File: config.mk
export PLATFORM = sky130hd
export DESIGN_NAME = sram_host_ctrl
export DESIGN_NICKNAME = d
export VERILOG_FILES = /design/src/sram_host_pkg.sv /design/src/sram_phase_timer.sv /design/src/sram_host_ctrl.sv
export SDC_FILE = /design/constraint.sdc
export NUM_CORES = 1
export LEC_CHECK = 0
export BUFFER_PORTS_ARGS = -buffer_cell sky130_fd_sc_hd__buf_2
export CORE_ASPECT_RATIO = 1.1
export CORE_UTILIZATION = 51
export CTS_BUF_LIST = sky130_fd_sc_hd__clkbuf_2
export CTS_CLUSTER_DIAMETER = 30
export DETAILED_ROUTE_END_ITERATION = 10
export MAX_ROUTING_LAYER = met4
export PLACE_DENSITY_LB_ADDON = 0.08
export SYNTH_ARGS = -nofsm -noshare
export SYNTH_HDL_FRONTEND = slang
export SYNTH_SLANG_ARGS = --single-unit
File: constraint.sdc
create_clock -name ref_clk_i -period 2.09 [get_ports ref_clk_i]
set_input_delay 0 -clock ref_clk_i [delete_from_list [all_inputs] [get_ports ref_clk_i]]
set_output_delay 0 -clock ref_clk_i [all_outputs]
set_load 0.02 [all_outputs]
File: src/sram_host_pkg.sv
package sram_host_pkg;
	localparam int ADDR_W          = 8;
	localparam int DATA_W          = 4;
	localparam int WORDS           = 256;
	localparam int TOTAL_BITS      = 1024;
	localparam int CLK_PERIOD_NS   = 10;
	// standard-grade worst case figures, in ns
	localparam int ADDR_SETUP_NS   = 10;
	localparam int WRITE_PULSE_NS  = 40;
	localparam int ADDR_HOLD_NS    = 10;
	localparam int DATA_HOLD_NS    = 5;
	localparam int SELECT_HOLD_NS  = 10;
	localparam int WRITE_REC_NS    = 50;
	localparam int ACCESS_NS       = 60;
	localparam int ADDR_SETUP_CYC  = (ADDR_SETUP_NS + CLK_PERIOD_NS - 1)
		/ CLK_PERIOD_NS;
	localparam int WRITE_PULSE_CYC = (WRITE_PULSE_NS + CLK_PERIOD_NS - 1)
		/ CLK_PERIOD_NS;
	localparam int HOLD_NS_MAX     = (ADDR_HOLD_NS > SELECT_HOLD_NS)
		? ADDR_HOLD_NS : SELECT_HOLD_NS;
	localparam int HOLD_CYC        = (HOLD_NS_MAX + CLK_PERIOD_NS - 1)
		/ CLK_PERIOD_NS;
	localparam int WRITE_REC_CYC   = (WRITE_REC_NS + CLK_PERIOD_NS - 1)
		/ CLK_PERIOD_NS;
	localparam int ACCESS_CYC      = (ACCESS_NS + CLK_PERIOD_NS - 1)
		/ CLK_PERIOD_NS;
	localparam int CNT_W           = 4;

	typedef enum logic [2:0] {
		ST_IDLE  = 3'b000,
		ST_SETUP = 3'b001,
		ST_PULSE = 3'b010,
		ST_HOLD  = 3'b011,
		ST_READ  = 3'b100,
		ST_REC   = 3'b101
	} phase_e;
endpackage

File: src/sram_phase_timer.sv
`timescale 1ns/100ps
// counts down a phase length; done pulses on the last cycle
module sram_phase_timer #(
	parameter int CNT_W = 4
) (
	input  wire logic             ref_clk_i,
	input  wire logic             resetn_i,
	input  wire logic             load_i,
	input  wire logic [CNT_W-1:0] len_i,
	output logic                  done_o
);
	logic [CNT_W-1:0] count;

	always_ff @(posedge ref_clk_i) begin
		if (!resetn_i) begin
			count <= '0;
		end else if (load_i) begin
			count <= len_i;
		end else if (count != '0) begin
			count <= count - 1'b1;
		end
	end

	// plain count compare; gating with load would close a loop through
	// the phase logic, which reloads on done
	assign done_o = (count == {{(CNT_W-1){1'b0}}, 1'b1});
endmodule

File: src/sram_host_ctrl.sv
`timescale 1ns/100ps
// Notes on behaviour
// - host holds write data stable through setup, pulse and hold
// - host keeps write enable low at least the minimum pulse width
// - host sets address before write enable and holds it until release
// - larger arrays decode chip selects from upper address bits
module sram_host_ctrl #(
	parameter int ADDR_W = sram_host_pkg::ADDR_W,
	parameter int DATA_W = sram_host_pkg::DATA_W,
	parameter int BANK_W = 1
) (
	input  wire logic                     ref_clk_i,
	input  wire logic                     resetn_i,
	input  wire logic                     req_valid_i,
	input  wire logic                     req_write_i,
	input  wire logic [BANK_W+ADDR_W-1:0] req_addr_i,
	input  wire logic [DATA_W-1:0]        req_wdata_i,
	output logic                          req_ready_o,
	output logic                          rsp_valid_o,
	output logic [DATA_W-1:0]             rsp_rdata_o,
	output logic [ADDR_W-1:0]             word_select_lines_o,
	output logic [DATA_W-1:0]             write_data_in_o,
	input  wire logic [DATA_W-1:0]        read_data_out_i,
	output logic [(1<<BANK_W)-1:0]        select_low_active_n_o,
	output logic [(1<<BANK_W)-1:0]        select_high_active_o,
	output logic                          write_enable_n_o,
	output logic                          output_enable_n_o
);
	localparam int NB = 1 << BANK_W;
	localparam logic [sram_host_pkg::CNT_W-1:0] SETUP_LEN =
		sram_host_pkg::CNT_W'(sram_host_pkg::ADDR_SETUP_CYC);
	localparam logic [sram_host_pkg::CNT_W-1:0] PULSE_LEN =
		sram_host_pkg::CNT_W'(sram_host_pkg::WRITE_PULSE_CYC);
	localparam logic [sram_host_pkg::CNT_W-1:0] HOLD_LEN =
		sram_host_pkg::CNT_W'(sram_host_pkg::HOLD_CYC);
	localparam logic [sram_host_pkg::CNT_W-1:0] READ_LEN =
		sram_host_pkg::CNT_W'(sram_host_pkg::ACCESS_CYC + 1);
	localparam logic [sram_host_pkg::CNT_W-1:0] REC_LEN =
		sram_host_pkg::CNT_W'(sram_host_pkg::WRITE_REC_CYC);

	sram_host_pkg::phase_e state;
	sram_host_pkg::phase_e next_state;
	logic                                  timer_load;
	logic [sram_host_pkg::CNT_W-1:0]       timer_len;
	logic                                  timer_done;
	logic [BANK_W-1:0]                     bank;
	logic [BANK_W-1:0]                     next_bank;
	logic                                  accept;
	logic                                  read_done;

	assign accept = req_ready_o && req_valid_i;

	// a new request's bank counts in the cycle it is taken
	assign next_bank = accept ? req_addr_i[BANK_W+ADDR_W-1:ADDR_W] : bank;

	// last cycle of the access window: device outputs have settled
	assign read_done = (state == sram_host_pkg::ST_READ) && timer_done;

	sram_phase_timer #(
		.CNT_W (sram_host_pkg::CNT_W)
	) u_timer (
		.ref_clk_i (ref_clk_i),
		.resetn_i  (resetn_i),
		.load_i    (timer_load),
		.len_i     (timer_len),
		.done_o    (timer_done)
	);

	// write runs setup, pulse, hold, recovery; read is one access window
	always_comb begin
		next_state = state;
		timer_load = 1'b0;
		timer_len  = SETUP_LEN;
		case (state)
			sram_host_pkg::ST_IDLE: begin
				if (accept) begin
					timer_load = 1'b1;
					if (req_write_i) begin
						next_state = sram_host_pkg::ST_SETUP;
						timer_len  = SETUP_LEN;
					end else begin
						next_state = sram_host_pkg::ST_READ;
						timer_len  = READ_LEN;
					end
				end
			end
			sram_host_pkg::ST_SETUP: begin
				if (timer_done) begin
					next_state = sram_host_pkg::ST_PULSE;
					timer_load = 1'b1;
					timer_len  = PULSE_LEN;
				end
			end
			sram_host_pkg::ST_PULSE: begin
				if (timer_done) begin
					next_state = sram_host_pkg::ST_HOLD;
					timer_load = 1'b1;
					timer_len  = HOLD_LEN;
				end
			end
			sram_host_pkg::ST_HOLD: begin
				if (timer_done) begin
					next_state = sram_host_pkg::ST_REC;
					timer_load = 1'b1;
					timer_len  = REC_LEN;
				end
			end
			sram_host_pkg::ST_READ: begin
				if (timer_done) begin
					next_state = sram_host_pkg::ST_IDLE;
				end
			end
			sram_host_pkg::ST_REC: begin
				if (timer_done) begin
					next_state = sram_host_pkg::ST_IDLE;
				end
			end
			default: begin
				next_state = sram_host_pkg::ST_IDLE;
			end
		endcase
	end

	always_ff @(posedge ref_clk_i) begin
		if (!resetn_i) begin
			state <= sram_host_pkg::ST_IDLE;
		end else begin
			state <= next_state;
		end
	end

	// ready rises as the phases return to idle; nothing is taken earlier
	always_ff @(posedge ref_clk_i) begin
		if (!resetn_i) begin
			req_ready_o <= 1'b0;
		end else begin
			req_ready_o <= (next_state == sram_host_pkg::ST_IDLE);
		end
	end

	// address and data latched once and held until the next request
	always_ff @(posedge ref_clk_i) begin
		if (!resetn_i) begin
			word_select_lines_o <= '0;
			write_data_in_o     <= '0;
		end else if (accept) begin
			word_select_lines_o <= req_addr_i[ADDR_W-1:0];
			write_data_in_o     <= req_wdata_i;
		end
	end

	always_ff @(posedge ref_clk_i) begin
		if (!resetn_i) begin
			bank <= '0;
		end else begin
			bank <= next_bank;
		end
	end

	// selects decoded from upper request address bits, one pair per bank;
	// taken from the next phase so they lead and trail write enable by a
	// cycle, covering select setup and hold around the pulse
	genvar b;
	generate
		for (b = 0; b < NB; b++) begin : g_bank
			logic sel;
			assign sel = (next_bank == BANK_W'(b))
				&& (next_state != sram_host_pkg::ST_IDLE)
				&& (next_state != sram_host_pkg::ST_REC);
			always_ff @(posedge ref_clk_i) begin
				if (!resetn_i) begin
					select_low_active_n_o[b] <= 1'b1;
					select_high_active_o[b]  <= 1'b0;
				end else begin
					select_low_active_n_o[b] <= !sel;
					select_high_active_o[b]  <= sel;
				end
			end
		end
	endgenerate

	// write enable low only in the pulse phase, framed by setup and hold
	always_ff @(posedge ref_clk_i) begin
		if (!resetn_i) begin
			write_enable_n_o <= 1'b1;
		end else begin
			write_enable_n_o <= !(next_state == sram_host_pkg::ST_PULSE);
		end
	end

	// output enable only on reads, so device outputs float on writes
	always_ff @(posedge ref_clk_i) begin
		if (!resetn_i) begin
			output_enable_n_o <= 1'b1;
		end else begin
			output_enable_n_o <= !(next_state == sram_host_pkg::ST_READ);
		end
	end

	// one-cycle answer strobe at the end of the access window
	always_ff @(posedge ref_clk_i) begin
		if (!resetn_i) begin
			rsp_valid_o <= 1'b0;
		end else begin
			rsp_valid_o <= read_done;
		end
	end

	// read data sampled once the access delay has elapsed, held until the
	// next read answer
	always_ff @(posedge ref_clk_i) begin
		if (!resetn_i) begin
			rsp_rdata_o <= '0;
		end else if (read_done) begin
			rsp_rdata_o <= read_data_out_i;
		end
	end
endmodule

# After elaboration in Yosys (flattened, before gate mapping)

Index checks and enable logic that the tools add are counted.

Add/sub/neg operators: 1
$mul: 0
Divide/modulo/power cells: 0
$lt $le $gt $ge: 0
Equal/unequal tests: 9
Shifts and indexed selects: 0
Mux-type cells: 18
Bitwise gates (word level): 1
Reductions and logical operators: 17

Operators with widths:

| cell                                                                   | count |
|---|---|
| 3-bit 2-to-1 mux                                                       | 10 |
| 3-bit one-hot mux with 5 select lines                                  | 1 |
| 3-bit by 2-bit equality test with 1-bit output (second input constant) | 3 |
| 3-bit equality test (second input constant)                            | 3 |
| 3-bit one-hot mux with 3 select lines                                  | 1 |
| 4-bit 2-to-1 mux                                                       | 2 |
| 1-bit logical AND                                                      | 6 |
| 3-bit logical NOT                                                      | 2 |
| 4-bit by 1-bit equality test with 1-bit output (second input constant) | 1 |
| 1-bit logical NOT                                                      | 4 |
| 4-bit nonzero test                                                     | 1 |
| 4-bit by 1-bit subtractor with 4-bit output (second input constant)    | 1 |
| 3-bit by 1-bit equality test with 1-bit output (second input constant) | 1 |
| 1-bit 2-to-1 mux                                                       | 3 |
| 3-bit inequality test (second input constant)                          | 1 |
| 3-bit nonzero test                                                     | 1 |
| 3-bit OR reduction                                                     | 1 |
| 1-bit one-hot mux with 2 select lines                                  | 1 |
| 2-bit nonzero test                                                     | 1 |
| 2-bit OR reduction                                                     | 1 |
| 1-bit NOT                                                              | 1 |

Register bits after elaboration: 32
Bits in latches: 0
RAM bits: 0
ROM bits: 0
Input bits: 21
Output and inout bits: 24
Logic and storage cells: 60
Memories kept: 0

# Logic depth before layout (Yosys ltp)

Depth after elaboration: 7
Gate-level depth with buffers: 7
Gate-level depth less buffers: 6

# Hierarchy

A second synthesis with hierarchy kept.

Cells, all modules: 153
Area, all modules: 1,371.3 um^2

By module, submodules not included:

| module           | instances | cells an instance | area each (um^2) | seq. area each (um^2) |
|---|---|---|---|---|
| sram_host_ctrl   | 1         | 126               | 1,119.8          | 560.5 |
| sram_phase_timer | 1         | 27                | 251.5            | 80.1 |

# Worst setup path after synthesis

Ideal clock, no wire load.

Path type: register to register
Start: register u_timer.count[1]
End: register state[2]
Setup time: 0.115 ns
Arrival: 1.330 ns
Required time: 1.975 ns
Setup slack: 0.645 ns
Stages on the path, launching flop included: 7
Path buffers: 0
Period minus slack after synthesis: 1.445 ns
Path through: dfxtp_1 inv_1 ha_1 nor3b_2 and3_1 o31a_2 and2_1

Cells in the longest elaborated chain, start to end: 3
Elaborated cells between the ends (all ways): 6
Classes of those cells: eq/ne: 1; mux: 5

RTL lines:

| item                                             | line                   | text |
|---|---|---|
| from (decl)                                      | sram_phase_timer.sv:12 | `logic [CNT_W-1:0] count;` |
| from (signal assigned)                           | sram_phase_timer.sv:18 | `count <= len_i;` |
| from (signal assigned)                           | sram_phase_timer.sv:20 | `count <= count - 1'b1;` |
| 4-bit by 1-bit equality test with 1-bit output * | sram_phase_timer.sv:26 | `assign done_o = (count == {{(CNT_W-1){1'b0}}, 1'b1});` |
| 3-bit 2-to-1 mux (on tied branches)              | --                     |  |
| 3-bit one-hot mux with 5 select lines *          | sram_host_ctrl.sv:74   | `case (state)` |
| to (signal assigned)                             | sram_host_ctrl.sv:126  | `state <= sram_host_pkg::ST_IDLE;` |
| to (signal assigned)                             | sram_host_ctrl.sv:128  | `state <= next_state;` |
| to (decl)                                        | sram_host_ctrl.sv:41   | `sram_host_pkg::phase_e state;` |

Every way passes the cells marked *; elsewhere a longest branch is shown, timed or not.
A chain may end at the register's enable or synchronous reset.

# Worst setup path after layout

Start: register req_ready_o
End: register select_low_active_n_o[0]

Cells in the longest elaborated chain, start to end: 7
Elaborated cells between the ends (all ways): 10
Classes of those cells: eq/ne: 1; mux: 3; bitwise: 1; reduce/logical: 5

RTL lines:

| item                                  | line                  | text |
|---|---|---|
| from (decl)                           | sram_host_ctrl.sv:18  | `output logic req_ready_o,` |
| from (signal assigned)                | sram_host_ctrl.sv:137 | `req_ready_o <= (next_state == sram_host_pkg::ST_IDLE);` |
| 1-bit logical AND *                   | sram_host_ctrl.sv:51  | `assign accept = req_ready_o && req_valid_i;` |
| 3-bit 2-to-1 mux                      | sram_host_ctrl.sv:76  | `if (accept) begin` |
| 3-bit one-hot mux with 5 select lines | sram_host_ctrl.sv:74  |  |
| 3-bit nonzero test                    | sram_host_ctrl.sv:168 | `&& (next_state != sram_host_pkg::ST_IDLE)` |
| 1-bit logical AND                     | sram_host_ctrl.sv:168 |  |
| 1-bit logical AND *                   | sram_host_ctrl.sv:169 | `&& (next_state != sram_host_pkg::ST_REC);` |
| 1-bit logical NOT *                   | sram_host_ctrl.sv:175 | `select_low_active_n_o[b] <= !sel;` |
| to (signal, indexed assignment)       | sram_host_ctrl.sv:175 |  |
| to (decl)                             | sram_host_ctrl.sv:24  | `output logic [(1<<BANK_W)-1:0] select_low_active_n_o,` |

Marks and branches as above.

==> metrics.md <==
| Metric | Value |
|---|---|
| Largest net degree at the start of global routing | `17` |
| CTS HTree Levels | `2` |
| Post-CTS setup repair buffer count | `0` |
| Initial Utilization | `54.4%` |
| Reg2Reg Setup Slack | `around 130 ps` |
| P&R area growth vs syn | `33.8%` |
| Hold Path Depth | `3` |
| Post-synth EDFFs | `0` |
| Synth cell types | `42` |
| Antenna violations before repair | `0` |
| CTS tree | `built` |
| WP buf/inv | `1` |
| Worst-Skew Late Latency | `between 300 and 400 ps` |
| CP max stage cell | `dlygate4sd3_1` |
| Antenna diode count | `0` |
| DRC viols | `0` |
| Achievable frequency | `0.510 GHz` |
| Fillers | `214` |
| Port buffer count | `44` |
| Final Worst Setup Slack | `128 ps` |
| Final WL | `~3.2 mm` |
| Flops & latches, synth | `32` |
| Clock sink count | `32` |
| Flop pwr share | `a little under half` |
| Cts bufs inserted | `5` |
| Root Driver | `clkbuf_2` |
| Die Area | `2900 um^2` |
| Critical R2R Capture | `select_low_active_n_o[0]` |
| Die width | `51.4 um` |
| Crit path capture type | `flop` |
| Tmin final | `slightly below 2000 ps` |
| NetSw | `0.541 mW` |
| Leakage | `0.846 nW` |
| Cell family with most CP delay | `simple AND/OR/NAND/NOR gates` |
| Critical Path Fanout Max | `9` |
| Number of global-route vias before repair | `1,190` |
| Post-Syn Nets | `174` |
| First-pass GRT wire length | `5.15 mm` |
| Switching Share | `between 30% and 40%` |
| Prevailing post-synth register cell | `dfxtp_1` |
| Most frequent cells in the layout | `44 x buf_2, 32 x dfxtp_1, 30 x nand2_1` |
| Clock skew | `6.17 ps` |
| RSZ-0062 raised after global routing | `no` |
| CP arrival | `2250 ps` |
| First-pass detailed-route iteration total | `4` |
| Syn avg cell area | `9.13 um^2` |
| Clock share of power | `18.3%` |
| Synth Instances | `150` |
| Power Dens Cells | `852 nW/um^2` |
| Hold Violations, Final | `0` |
| Worst Hold End | `u_timer.count[1]` |
| DRT iter0 DRCs | `29` |
| Die H | `56.4 um` |
| Register area share after synthesis | `46.8%` |
| All-layer global routing usage | `24.8%` |
| Max rail drop VDD | `0.000728 V` |
| Status | `finished clean` |
| Num ports | `45` |
| Fin. max-slew vios | `0` |
| Crit Path Category | `flop to flop` |
| Layout cell share with drive strength beyond 1 | `31.0%` |
| DR vias | `1,300` |
| Setup_tns | `0 ps` |
| Critical Path RT | `around 2400 ps` |
| Max-cap violations | `0` |
| Fraction of registers with async set or reset after synthesis | `0%` |
| Logic pwr share | `34.3%` |
| Most common cell after layout, fill and taps aside | `buf_2` |
| Crit path depth | `5` |
| Worst hold path class | `input port to flop` |
| P_int | `~1.0 mW` |
| GP Congestion | `between 0.8 and 0.9` |
| Row cnt | `19` |
| Final setup viols | `0` |
| Place WS | `356 ps` |
| Core ar. | `2520 um^2` |
| CP peak stage delay | `580 ps` |
| CTS clk-pin slew, worst paths | `150 ps` |
| Crit share post-route | `93.9%` |
| Vias per inst | `5.26` |
| Mapped cell area | `1370 um^2` |
| Reg-to-Reg Start | `req_ready_o` |
| Total gr overflow | `0` |
| HPWL after DPL | `2.09 mm` |
| Min-delay src | `req_write_i` |
| Post-route ant nets | `0` |
| R2R depth | `5` |
| Max Root-Sink Buffers | `2` |
| Critical path cell sequence | `and2_2 > mux2i_2 > nand2_1 > dlygate4sd3_1 > or2_1` |
| Syn. warnings | `0` |
| Worst slew margin | `~67%` |
| Startpoint Class | `flop` |
| Wire per inst | `12.8 um` |
| Final net count | `~240` |
| Slew @ Worst Pin | `501 ps` |
[cell type report]
class / count / area, um^2 / area share (%)
tap: 31 / 38.8 / 2.12
multi-input combinational: 105 / 659 / 36.0
timing repair buffer: 67 / 440 / 24.0
clock inverter: 1 / 3.75 / 0.205
sequential: 32 / 641 / 34.9
clock buffer: 7 / 35.0 / 1.91
inverter: 4 / 15.0 / 0.819
[worst max-delay path by stage]
stage          slack, ps                        to        startpoint
2_1_floorplan        650                  state[2]  u_timer.count[1]
3_3_place_gp         490            rsp_rdata_o[2]  u_timer.count[1]
3_5_place_dp         360            rsp_rdata_o[3]  u_timer.count[1]
4_1_cts               20  select_low_active_n_o[0]       req_ready_o
5_1_grt               30  select_low_active_n_o[0]       req_ready_o
6_report             130  select_low_active_n_o[0]       req_ready_o
[sequential cells by signal, indices dropped and copies added (netlist names)]
register / flops
word_select_lines_o: 8
rsp_rdata_o: 4
u_timer.count: 4
write_data_in_o: 4
state: 3
select_high_active_o: 2
select_low_active_n_o: 2
bank: 1
output_enable_n_o: 1
req_ready_o: 1
rsp_valid_o: 1
write_enable_n_o: 1
[logic make-up after synthesis]
kind of cell / Yosys count / share of synthesized area, %
DFF: 32 / 46.8
muxes: 5 / 3.93
and+or+nand+nor: 63 / 22.5
adders and majority gates: 3 / 2.74
AOI/OAI and AO/OA: 30 / 16.3
buffers and inverters: 13 / 5.20
xor gates and xnor gates: 4 / 2.56
[synthesized netlist by cell type, types with 2 or more instances]
library cell  instances  area share (%)
a21oi_1              14             5.1
and2_1                3             1.4
buf_2                 6             2.2
buf_6                 2             1.6
dfxtp_1              32              47
ha_1                  3             2.7
inv_1                 4             1.1
mux2i_1               4             2.9
nand2_1              30             8.2
nor2_1               12             3.3
nor3_1                4             1.5
o21ai_0               4             1.5
xnor2_1               2             1.3
xor2_1                2             1.3
[metal layers]
layer / part of all wire, % / vias up / track usage, % / wire length [um]
met1: 40 / 615 / 25.3 / 1280
met5: 0 / - / - / 0
met3: 4.9 / 6 / 8.13 / 157
li1: - / 640 / - / -
met2: 53 / 39 / 43.0 / 1690
met4: 1.5 / 0 / 9.65 / 46
[what timing repair did]
action / CTS / global route
hold buffers: 19 / 0
resized for setup: 0 / 1
setup endpoints to repair: 0 / 1
hold endpoints to repair: 24 / 0
[worst min-delay path, cell delays in order]
cell and delay (ps):
buf_2 120, nor4_2 60, o221a_1 250
[power by group through the flow]
stage | clock network (mW) | registers, mW | logic, mW
2_1_floorplan | 0 | 0.775 | 0.356
3_3_place_gp | 0 | 0.748 | 0.484
3_5_place_dp | 0 | 0.752 | 0.501
4_1_cts | 0.294 | 0.740 | 0.534
5_1_grt | 0.327 | 0.752 | 0.586
6_report | 0.285 | 0.741 | 0.535
[per-stage QoR]
stage	hold slack [ps]	instances	area [um^2]	util (%)	power, mW
floorplan	122	150	1370	-	1.13
global placement	228	220	1600	63.6	1.23
detailed placement	246	220	1600	63.6	1.25
CTS	59.5	247	1830	72.7	1.57
global route	52.5	247	1830	72.7	1.66
finish	88.5	247	1830	72.7	1.56
Power figures use the tool's default switching activity.
